--- config.mk ---
export PLATFORM = sky130hd
export DESIGN_NAME = asc_ctrl
export DESIGN_NICKNAME = d
export VERILOG_FILES = /design/src/common/asc_pkg.sv /design/src/core/asc_ctrl.sv /design/src/core/asc_timer.sv
export SDC_FILE = /design/constraint.sdc
export NUM_CORES = 1
export LEC_CHECK = 0
export ABC_AREA = 1
export BUFFER_PORTS_ARGS = -buffer_cell sky130_fd_sc_hd__buf_2
export CAP_MARGIN = 20
export CORE_MARGIN = 8
export CORE_UTILIZATION = 30
export DETAILED_ROUTE_END_ITERATION = 6
export GPL_ROUTABILITY_DRIVEN = 0
export HOLD_SLACK_MARGIN = 0.06
export REMOVE_ABC_BUFFERS = 1
export SETUP_SLACK_MARGIN = 0.2
export SLEW_MARGIN = 20
export SYNTH_ARGS = -nofsm -noshare
export SYNTH_HDL_FRONTEND = slang
export SYNTH_SLANG_ARGS = --single-unit
--- constraint.sdc ---
create_clock -name i_core_clk -period 2.95 [get_ports i_core_clk]
set_clock_uncertainty 0.05 [all_clocks]
set_input_delay 0 -clock i_core_clk [delete_from_list [all_inputs] [get_ports i_core_clk]]
set_output_delay 0 -clock i_core_clk [all_outputs]
set_load 0.03 [all_outputs]
--- src/common/asc_pkg.sv ---
// Constants and carrier types for the 2k x 8 static memory controller
package asc_pkg;

    localparam int ADDR_W = 11;
    localparam int DATA_W = 8;
    localparam int WORDS  = 2048;
    localparam int CNT_W  = 4;

    // Clock period in ns
    localparam int CLK_PERIOD_NS = 20;

    // Memory timing in ns, 5V and 3V figures
    localparam int ACC_5V_NS   = 100;
    localparam int ACC_3V_NS   = 250;
    localparam int FLOAT_5V_NS = 35;
    localparam int FLOAT_3V_NS = 100;
    localparam int WP_5V_NS    = 75;
    localparam int WP_3V_NS    = 190;
    localparam int DS_5V_NS    = 40;
    localparam int DS_3V_NS    = 100;
    localparam int WR_5V_NS    = 10;
    localparam int WR_3V_NS    = 25;

    // Least cycles covering a time, never below one
    function automatic int cyc_min(input int ns);
        int c;
        c = (ns + CLK_PERIOD_NS - 1) / CLK_PERIOD_NS;
        return (c < 1) ? 1 : c;
    endfunction : cyc_min

    // Larger of two cycle counts
    function automatic int cyc_max(input int a, input int b);
        return (a > b) ? a : b;
    endfunction : cyc_max

    localparam logic [CNT_W-1:0] ACC_5V_CYC   = CNT_W'(cyc_min(ACC_5V_NS));
    localparam logic [CNT_W-1:0] ACC_3V_CYC   = CNT_W'(cyc_min(ACC_3V_NS));
    localparam logic [CNT_W-1:0] FLOAT_5V_CYC = CNT_W'(cyc_min(FLOAT_5V_NS));
    localparam logic [CNT_W-1:0] FLOAT_3V_CYC = CNT_W'(cyc_min(FLOAT_3V_NS));
    localparam logic [CNT_W-1:0] WP_5V_CYC    =
        CNT_W'(cyc_max(cyc_min(WP_5V_NS), cyc_min(DS_5V_NS)));
    localparam logic [CNT_W-1:0] WP_3V_CYC    =
        CNT_W'(cyc_max(cyc_min(WP_3V_NS), cyc_min(DS_3V_NS)));
    localparam logic [CNT_W-1:0] WR_5V_CYC    = CNT_W'(cyc_min(WR_5V_NS));
    localparam logic [CNT_W-1:0] WR_3V_CYC    = CNT_W'(cyc_min(WR_3V_NS));

    // Idle levels of the memory pins
    localparam logic              PIN_IDLE     = 1'b1;
    localparam logic [ADDR_W-1:0] ADDR_RST     = 11'h000;
    localparam logic [DATA_W-1:0] DATA_RST     = 8'h00;

    typedef enum logic [2:0] {
        ST_IDLE,
        ST_RD_ACC,
        ST_RD_FLOAT,
        ST_WR_SETUP,
        ST_WR_PULSE,
        ST_WR_RECOV,
        ST_RETAIN
    } asc_state_t;

    // User request
    typedef struct packed {
        logic              write;
        logic              low_supply;
        logic [ADDR_W-1:0] word_address;
        logic [DATA_W-1:0] wdata;
    } asc_req_t;

    // Memory control pins, all active low except the address
    typedef struct packed {
        logic              chip_sel_n;
        logic              out_en_n;
        logic              wr_en_n;
        logic [ADDR_W-1:0] word_address;
    } asc_pins_t;

endpackage : asc_pkg

--- src/core/asc_ctrl.sv ---
// Host controller driving a 2k x 8 asynchronous static memory
// What this block does
// Addresses 2048 words of 8 bits over an 11-bit address and 8-bit bus.
// With chip select high the memory floats its pins and ignores the rest.
// Reads hold write enable high with select and output enable low.
// Read data is sampled no sooner than the access time after the address.
// A write happens only while select and write enable are both low.
// The write pulse meets its least width between the two strobes.
// Write data stands from the start of the pulse until after its rising edge.
// With output enable high during a write the memory never drives.
// Select falling with or after write enable keeps the memory quiet.
// Select rising with or before write enable keeps the pins floating.
// The memory holds old data briefly after an address change.
// The memory starts driving no sooner than its turn-on delay.
// On deselect the memory floats within its float time.
// Select goes high before retention and stays high through it.
// Select low with both enables high leaves the memory idle.
// A read presents the word at the current address.
`timescale 1ns/1ps
module asc_ctrl (
    // Clock and reset
    input  wire logic                      i_core_clk,
    input  wire logic                      i_sys_rst,
    // User request
    input  wire logic                      i_req_valid,
    input  wire asc_pkg::asc_req_t         i_req,
    output logic                           o_req_ready,
    // User response
    output logic                           o_rsp_valid,
    output logic [asc_pkg::DATA_W-1:0]     o_rsp_rdata,
    // Retention hand-off
    input  wire logic                      i_retain_req,
    output logic                           o_retain_ok,
    // Memory control pins
    output asc_pkg::asc_pins_t             o_sram,
    // Memory data pins
    input  wire logic [asc_pkg::DATA_W-1:0] i_data_pins,
    output logic [asc_pkg::DATA_W-1:0]     o_data_pins,
    output logic                           o_data_pins_oe
);

    asc_pkg::asc_state_t          state_ff;
    asc_pkg::asc_state_t          nxt_state;
    logic                         low_supply_ff;
    logic                         write_ff;
    logic                         req_take;
    logic                         tmr_load;
    logic [asc_pkg::CNT_W-1:0]    tmr_value;
    logic                         tmr_expired;
    logic                         req_ready_ff;
    logic                         rsp_valid_ff;
    logic [asc_pkg::DATA_W-1:0]   rsp_rdata_ff;
    logic                         retain_ok_ff;
    asc_pkg::asc_pins_t           sram_ff;
    logic [asc_pkg::DATA_W-1:0]   data_out_ff;
    logic                         data_oe_ff;

    // Pick the 5V or 3V figure for the requested or latched supply
    function automatic logic [asc_pkg::CNT_W-1:0] pick_cyc(
        input logic                      low,
        input logic [asc_pkg::CNT_W-1:0] cyc_5v,
        input logic [asc_pkg::CNT_W-1:0] cyc_3v
    );
        return low ? cyc_3v : cyc_5v;
    endfunction : pick_cyc

    assign req_take = i_req_valid && req_ready_ff && !i_retain_req;

    asc_timer u_timer (
        .i_core_clk (i_core_clk),
        .i_sys_rst  (i_sys_rst),
        .i_load     (tmr_load),
        .i_value    (tmr_value),
        .o_expired  (tmr_expired)
    );

    // Next state and phase timer loads
    always_comb begin
        nxt_state = state_ff;
        tmr_load  = 1'b0;
        tmr_value = '0;
        case (state_ff)
            asc_pkg::ST_IDLE: begin
                if (i_retain_req) begin
                    nxt_state = asc_pkg::ST_RETAIN;
                end else if (req_take && !i_req.write) begin
                    nxt_state = asc_pkg::ST_RD_ACC;
                    tmr_load  = 1'b1;
                    tmr_value = pick_cyc(i_req.low_supply,
                                         asc_pkg::ACC_5V_CYC,
                                         asc_pkg::ACC_3V_CYC);
                end else if (req_take) begin
                    nxt_state = asc_pkg::ST_WR_SETUP;
                end
            end
            asc_pkg::ST_RD_ACC: begin
                if (tmr_expired) begin
                    nxt_state = asc_pkg::ST_RD_FLOAT;
                    tmr_load  = 1'b1;
                    tmr_value = pick_cyc(low_supply_ff,
                                         asc_pkg::FLOAT_5V_CYC,
                                         asc_pkg::FLOAT_3V_CYC);
                end
            end
            asc_pkg::ST_RD_FLOAT: begin
                if (tmr_expired) begin
                    nxt_state = asc_pkg::ST_IDLE;
                end
            end
            asc_pkg::ST_WR_SETUP: begin
                nxt_state = asc_pkg::ST_WR_PULSE;
                tmr_load  = 1'b1;
                tmr_value = pick_cyc(low_supply_ff,
                                     asc_pkg::WP_5V_CYC,
                                     asc_pkg::WP_3V_CYC);
            end
            asc_pkg::ST_WR_PULSE: begin
                if (tmr_expired) begin
                    nxt_state = asc_pkg::ST_WR_RECOV;
                    tmr_load  = 1'b1;
                    tmr_value = pick_cyc(low_supply_ff,
                                         asc_pkg::WR_5V_CYC,
                                         asc_pkg::WR_3V_CYC);
                end
            end
            asc_pkg::ST_WR_RECOV: begin
                if (tmr_expired) begin
                    nxt_state = asc_pkg::ST_IDLE;
                end
            end
            asc_pkg::ST_RETAIN: begin
                if (!i_retain_req) begin
                    nxt_state = asc_pkg::ST_IDLE;
                end
            end
            default: begin
                nxt_state = asc_pkg::ST_IDLE;
            end
        endcase
    end

    // State register
    always_ff @(posedge i_core_clk) begin
        if (i_sys_rst) begin
            state_ff <= asc_pkg::ST_IDLE;
        end else begin
            state_ff <= nxt_state;
        end
    end

    // Request latch
    always_ff @(posedge i_core_clk) begin
        if (i_sys_rst) begin
            low_supply_ff <= 1'b0;
            write_ff      <= 1'b0;
            data_out_ff   <= asc_pkg::DATA_RST;
        end else if (req_take) begin
            low_supply_ff <= i_req.low_supply;
            write_ff      <= i_req.write;
            data_out_ff   <= i_req.wdata;
        end
    end

    // Memory control pins
    always_ff @(posedge i_core_clk) begin
        if (i_sys_rst) begin
            sram_ff.chip_sel_n   <= asc_pkg::PIN_IDLE;
            sram_ff.out_en_n     <= asc_pkg::PIN_IDLE;
            sram_ff.wr_en_n      <= asc_pkg::PIN_IDLE;
            sram_ff.word_address <= asc_pkg::ADDR_RST;
        end else begin
            case (nxt_state)
                asc_pkg::ST_RD_ACC: begin
                    if (state_ff == asc_pkg::ST_IDLE) begin
                        sram_ff.word_address <= i_req.word_address;
                    end
                    sram_ff.chip_sel_n <= 1'b0;
                    sram_ff.out_en_n   <= 1'b0;
                    sram_ff.wr_en_n    <= 1'b1;
                end
                asc_pkg::ST_WR_SETUP: begin
                    sram_ff.word_address <= i_req.word_address;
                    sram_ff.chip_sel_n   <= 1'b0;
                    sram_ff.out_en_n     <= 1'b1;
                    sram_ff.wr_en_n      <= 1'b1;
                end
                asc_pkg::ST_WR_PULSE: begin
                    sram_ff.chip_sel_n <= 1'b0;
                    sram_ff.out_en_n   <= 1'b1;
                    sram_ff.wr_en_n    <= 1'b0;
                end
                asc_pkg::ST_WR_RECOV: begin
                    sram_ff.chip_sel_n <= 1'b0;
                    sram_ff.out_en_n   <= 1'b1;
                    sram_ff.wr_en_n    <= 1'b1;
                end
                default: begin
                    sram_ff.chip_sel_n <= 1'b1;
                    sram_ff.out_en_n   <= 1'b1;
                    sram_ff.wr_en_n    <= 1'b1;
                end
            endcase
        end
    end

    // Data bus drive, only while select is low and output enable high
    always_ff @(posedge i_core_clk) begin
        if (i_sys_rst) begin
            data_oe_ff <= 1'b0;
        end else begin
            data_oe_ff <= (nxt_state == asc_pkg::ST_WR_PULSE) ||
                          (nxt_state == asc_pkg::ST_WR_RECOV);
        end
    end

    // Read capture and response
    always_ff @(posedge i_core_clk) begin
        if (i_sys_rst) begin
            rsp_rdata_ff <= asc_pkg::DATA_RST;
            rsp_valid_ff <= 1'b0;
        end else begin
            if (state_ff == asc_pkg::ST_RD_ACC && tmr_expired) begin
                rsp_rdata_ff <= i_data_pins;
            end
            rsp_valid_ff <= (nxt_state == asc_pkg::ST_IDLE) &&
                            ((state_ff == asc_pkg::ST_RD_FLOAT) ||
                             (state_ff == asc_pkg::ST_WR_RECOV));
        end
    end

    // Ready and retention status
    always_ff @(posedge i_core_clk) begin
        if (i_sys_rst) begin
            req_ready_ff <= 1'b0;
            retain_ok_ff <= 1'b0;
        end else begin
            req_ready_ff <= (nxt_state == asc_pkg::ST_IDLE);
            retain_ok_ff <= (nxt_state == asc_pkg::ST_RETAIN);
        end
    end

    assign o_req_ready    = req_ready_ff;
    assign o_rsp_valid    = rsp_valid_ff;
    assign o_rsp_rdata    = rsp_rdata_ff;
    assign o_retain_ok    = retain_ok_ff;
    assign o_sram         = sram_ff;
    assign o_data_pins    = data_out_ff;
    assign o_data_pins_oe = data_oe_ff;

endmodule : asc_ctrl

--- src/core/asc_timer.sv ---
// Down counter that times the access, float, write pulse and recovery phases
`timescale 1ns/1ps
module asc_timer (
    // Clock and reset
    input  wire logic                     i_core_clk,
    input  wire logic                     i_sys_rst,
    // Load and status
    input  wire logic                     i_load,
    input  wire logic [asc_pkg::CNT_W-1:0] i_value,
    output logic                          o_expired
);

    logic [asc_pkg::CNT_W-1:0] cnt_ff;

    always_ff @(posedge i_core_clk) begin
        if (i_sys_rst) begin
            cnt_ff <= '0;
        end else if (i_load) begin
            cnt_ff <= i_value;
        end else if (cnt_ff != '0) begin
            cnt_ff <= cnt_ff - 1'b1;
        end
    end

    assign o_expired = (cnt_ff == '0);

endmodule : asc_timer

# Word-level counts from Yosys, hierarchy flattened
# Index checks and enable logic that the tools add are counted.
[totals] regBits=42 out_inout_bits=34 inputBits=33 elab_cells=71
[classes] n_eq_ne=12 reduce_logical=19 add_sub_neg=1 muxes=26
[ops] cell="two-way mux 3 bit" n=9
[ops] cell="two-way mux 4 bit" n=6
[ops] cell="one-hot mux 11 bit (2 select lines)" n=1
[ops] cell="equality test 3 bit, second input constant" n=6
[ops] cell="one-hot mux 3 bit (6 select lines)" n=1
[ops] cell="one-hot mux 4 bit (4 select lines)" n=1
[ops] cell="two-way mux 11 bit" n=1
[ops] cell="equality test 3 x 2 -> 1 bit, second input constant" n=3
[ops] cell="one-hot mux 3 bit (3 select lines)" n=1
[ops] cell="equality test 3 x 1 -> 1 bit, second input constant" n=2
[ops] cell="logical NOT 3 bit" n=2
[ops] cell="OR reduction 2 bit" n=3
[ops] cell="logical AND 1 bit" n=5
[ops] cell="logical NOT 4 bit" n=1
[ops] cell="two-way mux 2 bit" n=2
[ops] cell="nonzero test 2 bit" n=2
[ops] cell="nonzero test 4 bit" n=1
[ops] cell="subtractor 4 x 1 -> 4 bit, second input constant" n=1
[ops] cell="two-way mux 1 bit" n=3
[ops] cell="one-hot mux 1 bit (3 select lines)" n=1
[ops] cell="logical NOT 1 bit" n=2
[ops] cell="logical OR 1 bit" n=2
[ops] cell="inequality test 2 bit, second input constant" n=1
[ops] cell="AND reduction 2 bit" n=1

# Logic depth before layout (Yosys ltp)
[logic_depth] ltp_word=9 depth_mapped=11 depth_no_buf=10

# Cells and area by module
# From an unflattened synthesis, not the netlist that was laid out.
[hier_totals] hier_cells=239 area_unflattened_um2=1769.2
[by_module_without_submodules] module="asc_ctrl" n_inst=1 seq_area_each_um2=760.7 cells_each=199 area_each_um2=1521.5
[by_module_without_submodules] module="asc_timer" n_inst=1 seq_area_each_um2=80.1 cells_each=40 area_each_um2=247.7

# Worst setup path after synthesis
# No wires, ideal clock.
[synth_timing] path_type="register -> register" from="register u_timer.cnt_ff[0] in the netlist's numbering" to="register u_timer.cnt_ff[0] in the netlist's numbering" setup_ps=67 n_path_buf=1 synth_period_minus_slack_ps=1414 stages_incl_launch_ff=10 setup_slack_ps=1536 required_time_ps=2833 t_arrival_ps=1297 cell_sequence="dfxtp_1 inv_1 ha_1 nand2_1 nor2_4 nand2_2 buf_6 o21ai_2 nor2_1 a21oi_2"
[synth_between] elab_chain_len=4 word_cells_on_any_way=11 cone_classes="add/sub (1); mux (7); reduce/logical (3)"
[synth_rtl] item="start, declared" line="asc_timer.sv:13" source="logic [asc_pkg::CNT_W-1:0] cnt_ff;"
[synth_rtl] item="start signal, assigned" line="asc_timer.sv:19" source="cnt_ff <= i_value;"
[synth_rtl] item="start signal, assigned" line="asc_timer.sv:21" source="cnt_ff <= cnt_ff - 1'b1;"
[synth_rtl] item="parallel branches: the longest is 4 deep, another holds subtractor 4 x 1 -> 4 bit"
# Several ways; the timed one is not identified. The select of a mux whose other input is x is not followed.
# A chain may end at the register's enable or synchronous reset.

# Worst setup path after layout
[layout_timing] from="register req_ready_ff (netlist: o_req_ready)" to="register sram_ff (netlist bit o_sram[8])"
[layout_between] elab_chain_len=9 word_cells_on_any_way=13 cone_classes="eq/ne (3); mux (5); reduce/logical (5)"
[layout_rtl] item="start, declared" line="asc_ctrl.sv:50" source="logic req_ready_ff;"
[layout_rtl] item="start signal, assigned" line="asc_ctrl.sv:237" source="req_ready_ff <= (nxt_state == asc_pkg::ST_IDLE);"
[layout_rtl] item="logical AND 1 bit * (2 in series)" line="asc_ctrl.sv:67" source="assign req_take = i_req_valid && req_ready_ff && !i_retain_req;"
[layout_rtl] item="two-way mux 3 bit or logical AND 1 bit (tied branches)" line="asc_ctrl.sv:92, asc_ctrl.sv:86"
[layout_rtl] item="two-way mux 3 bit *" line="asc_ctrl.sv:86" source="end else if (req_take && !i_req.write) begin"
[layout_rtl] item="two-way mux 3 bit *" line="asc_ctrl.sv:84" source="if (i_retain_req) begin"
[layout_rtl] item="one-hot mux 3 bit (6 select lines) *" line="asc_ctrl.sv:82" source="case (state_ff)"
[layout_rtl] item="equality test 3 x 1 -> 1 bit or equality test 3 x 2 -> 1 bit (tied branches)" line="asc_ctrl.sv:172" source="case (nxt_state)"
[layout_rtl] item="inequality test 2 bit (no line) or nonzero test 2 bit (tied branches)"
[layout_rtl] item="AND reduction 2 bit (no line)"
[layout_rtl] item="end, declared" line="asc_ctrl.sv:54" source="asc_pkg::asc_pins_t sram_ff;"
# Mark *: on every way between the ends. The rest lies on a longest branch, timed or not.

==> results.tsv <==
metric	value	unit
fin. max-slew vios	0	
maximum vdd ir drop	0.2405	mV
Detailed Routing Iterations Pass 1	4	
setup TNS	0	ps
worst slew pin tran	594.2	ps
Cell Area, Synth	0.001783	sq mm
Synth top cells by count	49 x nor2_1, 47 x nand2_1, 42 x dfxtp_1, 18 x o21ai_0, 16 x a21oi_1	
async set-reset flop share out of synthesis	0	%
H-Tree Depth	2	
count of final setup violators	0	
worst-path maximum fanout	13	
DR DRC count	0	
area delta synth->final	42.74	%
Fmax	0.5813	GHz
total power	0.001822	W
library cells used by synthesis	26	
Post-DRT Antenna Nets	0	
FF+latch count, synth	42	
largest net degree at the start of global routing	22	
clk slew on worst S/H paths	80	ps
first-pass GRT wire length	8059	um
CP Data Required Time	3130	ps
max capacitance violation total	0	
vias in the first global route	1784	
Fillers	629	
syn_area_per_cell	7.429	sq um
CORE AREA	0.005816	sq mm
main flop type after synthesis	dfxtp_1	
total congestion overflow	0	
Multi-input gate area	823.3	sq um
drt total wl	4823	um
dpl ws	1185	ps
EDFF count, synth	0	
Clk Latency, worst-skew pair	290	ps
die span in x	93.09	um
critical path startpoint category	register	
fin crit share	58.31	%
full die area	0.008666	sq mm
n_diodes	0	
Max clock buf depth	2	
vias	1820	
Synth area leader	dfxtp_1	
clk root buf	clkbuf_8	
HP Class	in2reg	
RSZ-0062 raised after global routing	no	
PD cells	716.1	mW/mm^2
WP data arrival	1900	ps
PnR worst setup slack	1230	ps
layout cells sized above 1	28.36	%
num rows	28	
Cells after Synth	240	
initial antenna violation count	0	
Relative slew margins	60.34	%
I/O pin cnt	67	
post-synthesis sequential area ratio	47.16	%
synth warn	0	
Tot GR Track Use	11.40	%
TritonCTS Buffers	5	
share of the synthesized area in the top cell type	47.16	%
WL per Instance	11.76	um
Vias/cell	4.439	
CTS resizes	0	
TritonCTS clock tree	done	
# port buffers	66	
Leak	1.198	nW
Starting Density	30.66	%
register cell area after layout	840.8	sq um
min cycle time layout	1720	ps
NumNets Final	368	
most numerous cell in the Yosys netlist	nor2_1	
die height	93.09	um
clock sinks	42	
Worst Path Class, Setup	reg2reg	
top post-synthesis cells by area	dfxtp_1 47%, nor2_1 10%, nand2_1 9.9%, o21ai_0 5.1%, a21oi_1 4.5%	
violation count after the first detailed-routing iteration	123	
outcome	complete, no violations	
Crit. End Element	register	
final hold violations	0	
DPL Wire Length	3431	um
==> area by class of cell <==
class                           count  area share [%]
Inverter                           20           2.950
Clock buffer                        7           3.392
Clock inverter                      1          0.1967
Sequential cell                    42           33.04
Tap cell                           75           3.687
Timing Repair Buffer               95           24.39
Multi-Input combinational cell    170           32.35
==> repair_timing <==
| action | in CTS | in global routing |
|---|---|---|
| setup buffers | 0 | 0 |
| hold endpoints to repair | 33 | 0 |
| hold buffers | 29 | 0 |
==> routing by layer <==
| metal | track usage [%] | wire length [um] | up-vias |
|---|---|---|---|
| li1 | - | - | 954 |
| met5 | 0 | 0 | - |
| met4 | 6.040 | 99 | 0 |
| met3 | 2.885 | 251 | 9 |
| met1 | 13.12 | 2101 | 807 |
| met2 | 19.05 | 2370 | 50 |
==> sequential cells by signal (all words and copies together) (netlist names) <==
register and flops:
o_sram 14, o_data_pins 8, o_rsp_rdata 8, u_timer.cnt_ff 4, state_ff 3, low_supply_ff 1, o_data_pins_oe 1, o_req_ready 1
o_retain_ok 1, o_rsp_valid 1
==> stage by stage <==
stage / area [sq um] / instances / hold WS (ps) / utilization, %
2_1_floorplan: 1739 / 232 / 12.44 / -
3_3_place_gp: 2163 / 373 / 200.1 / 37.20
3_5_place_dp: 2163 / 373 / 206.2 / 37.20
4_1_cts: 2545 / 410 / 67.22 / 43.76
5_1_grt: 2545 / 410 / 94.17 / 43.76
6_report: 2545 / 410 / 81.12 / 43.76
==> final timing paths <==
| path | to | depth (start not counted) | start | slack [ps] |
|---|---|---|---|---|
| worst max-delay path | o_sram[8]$_SDFFE_PP0P_ | 6 | o_req_ready$_SDFF_PP0_ | 1230 |
| worst min-delay path | o_sram[12]$_SDFF_PP1_ | 5 | i_retain_req | 80 |
| worst max register to register | o_sram[8]$_SDFFE_PP0P_ | 6 | o_req_ready$_SDFF_PP0_ | 1230 |
| worst min register to register | o_sram[0]$_SDFFE_PP0P_ | 2 | o_sram[0]$_SDFFE_PP0P_ | 410 |
==> cell usage in the layout, fill, tap and decap left out, drive strengths merged <==
master / netlist / layout
inv: 20 / 20
nand3: 15 / 15
a21oi: 18 / 18
nor2: 55 / 55
xor2: 3 / 3
nor3: 2 / 2
dfxtp: 42 / 42
nand2: 51 / 51
ha: 1 / 1
clkinv: 0 / 1
dlygate4sd3: 0 / 29
clkbuf: 3 / 7
nand4: 4 / 4
o21ai: 20 / 20
buf: 5 / 66
o21bai: 1 / 1
==> critical path, cell delays in order (launching register included) <==
cell and delay, ps:
dfxtp_1 340, nand3_1 330, nand2_1 210, nand3_2 250, inv_2 260, nand2_1 80
a21oi_1 120
==> cells by family after synthesis <==
logic type | Yosys count | synth area share, %
xor+xnor | 3 | 1.474
fa+ha+maj | 1 | 0.7016
flops | 42 | 47.16
compound gates | 39 | 11.72
simple gates | 127 | 32.28
buf+inv | 28 | 6.666
==> power by group <==
part | leakage, nW | total, W | switching, W | internal (W)
clock | 0.0482 | 0.000379 | 0.000190 | 0.000189
combinational | 0.809 | 0.000740 | 0.000481 | 0.000259
sequential | 0.341 | 0.000703 | 0.0000489 | 0.000654
total | 1.20 | 0.00182 | 0.000720 | 0.00110
No activity file was read; power rests on OpenSTA's default activity.
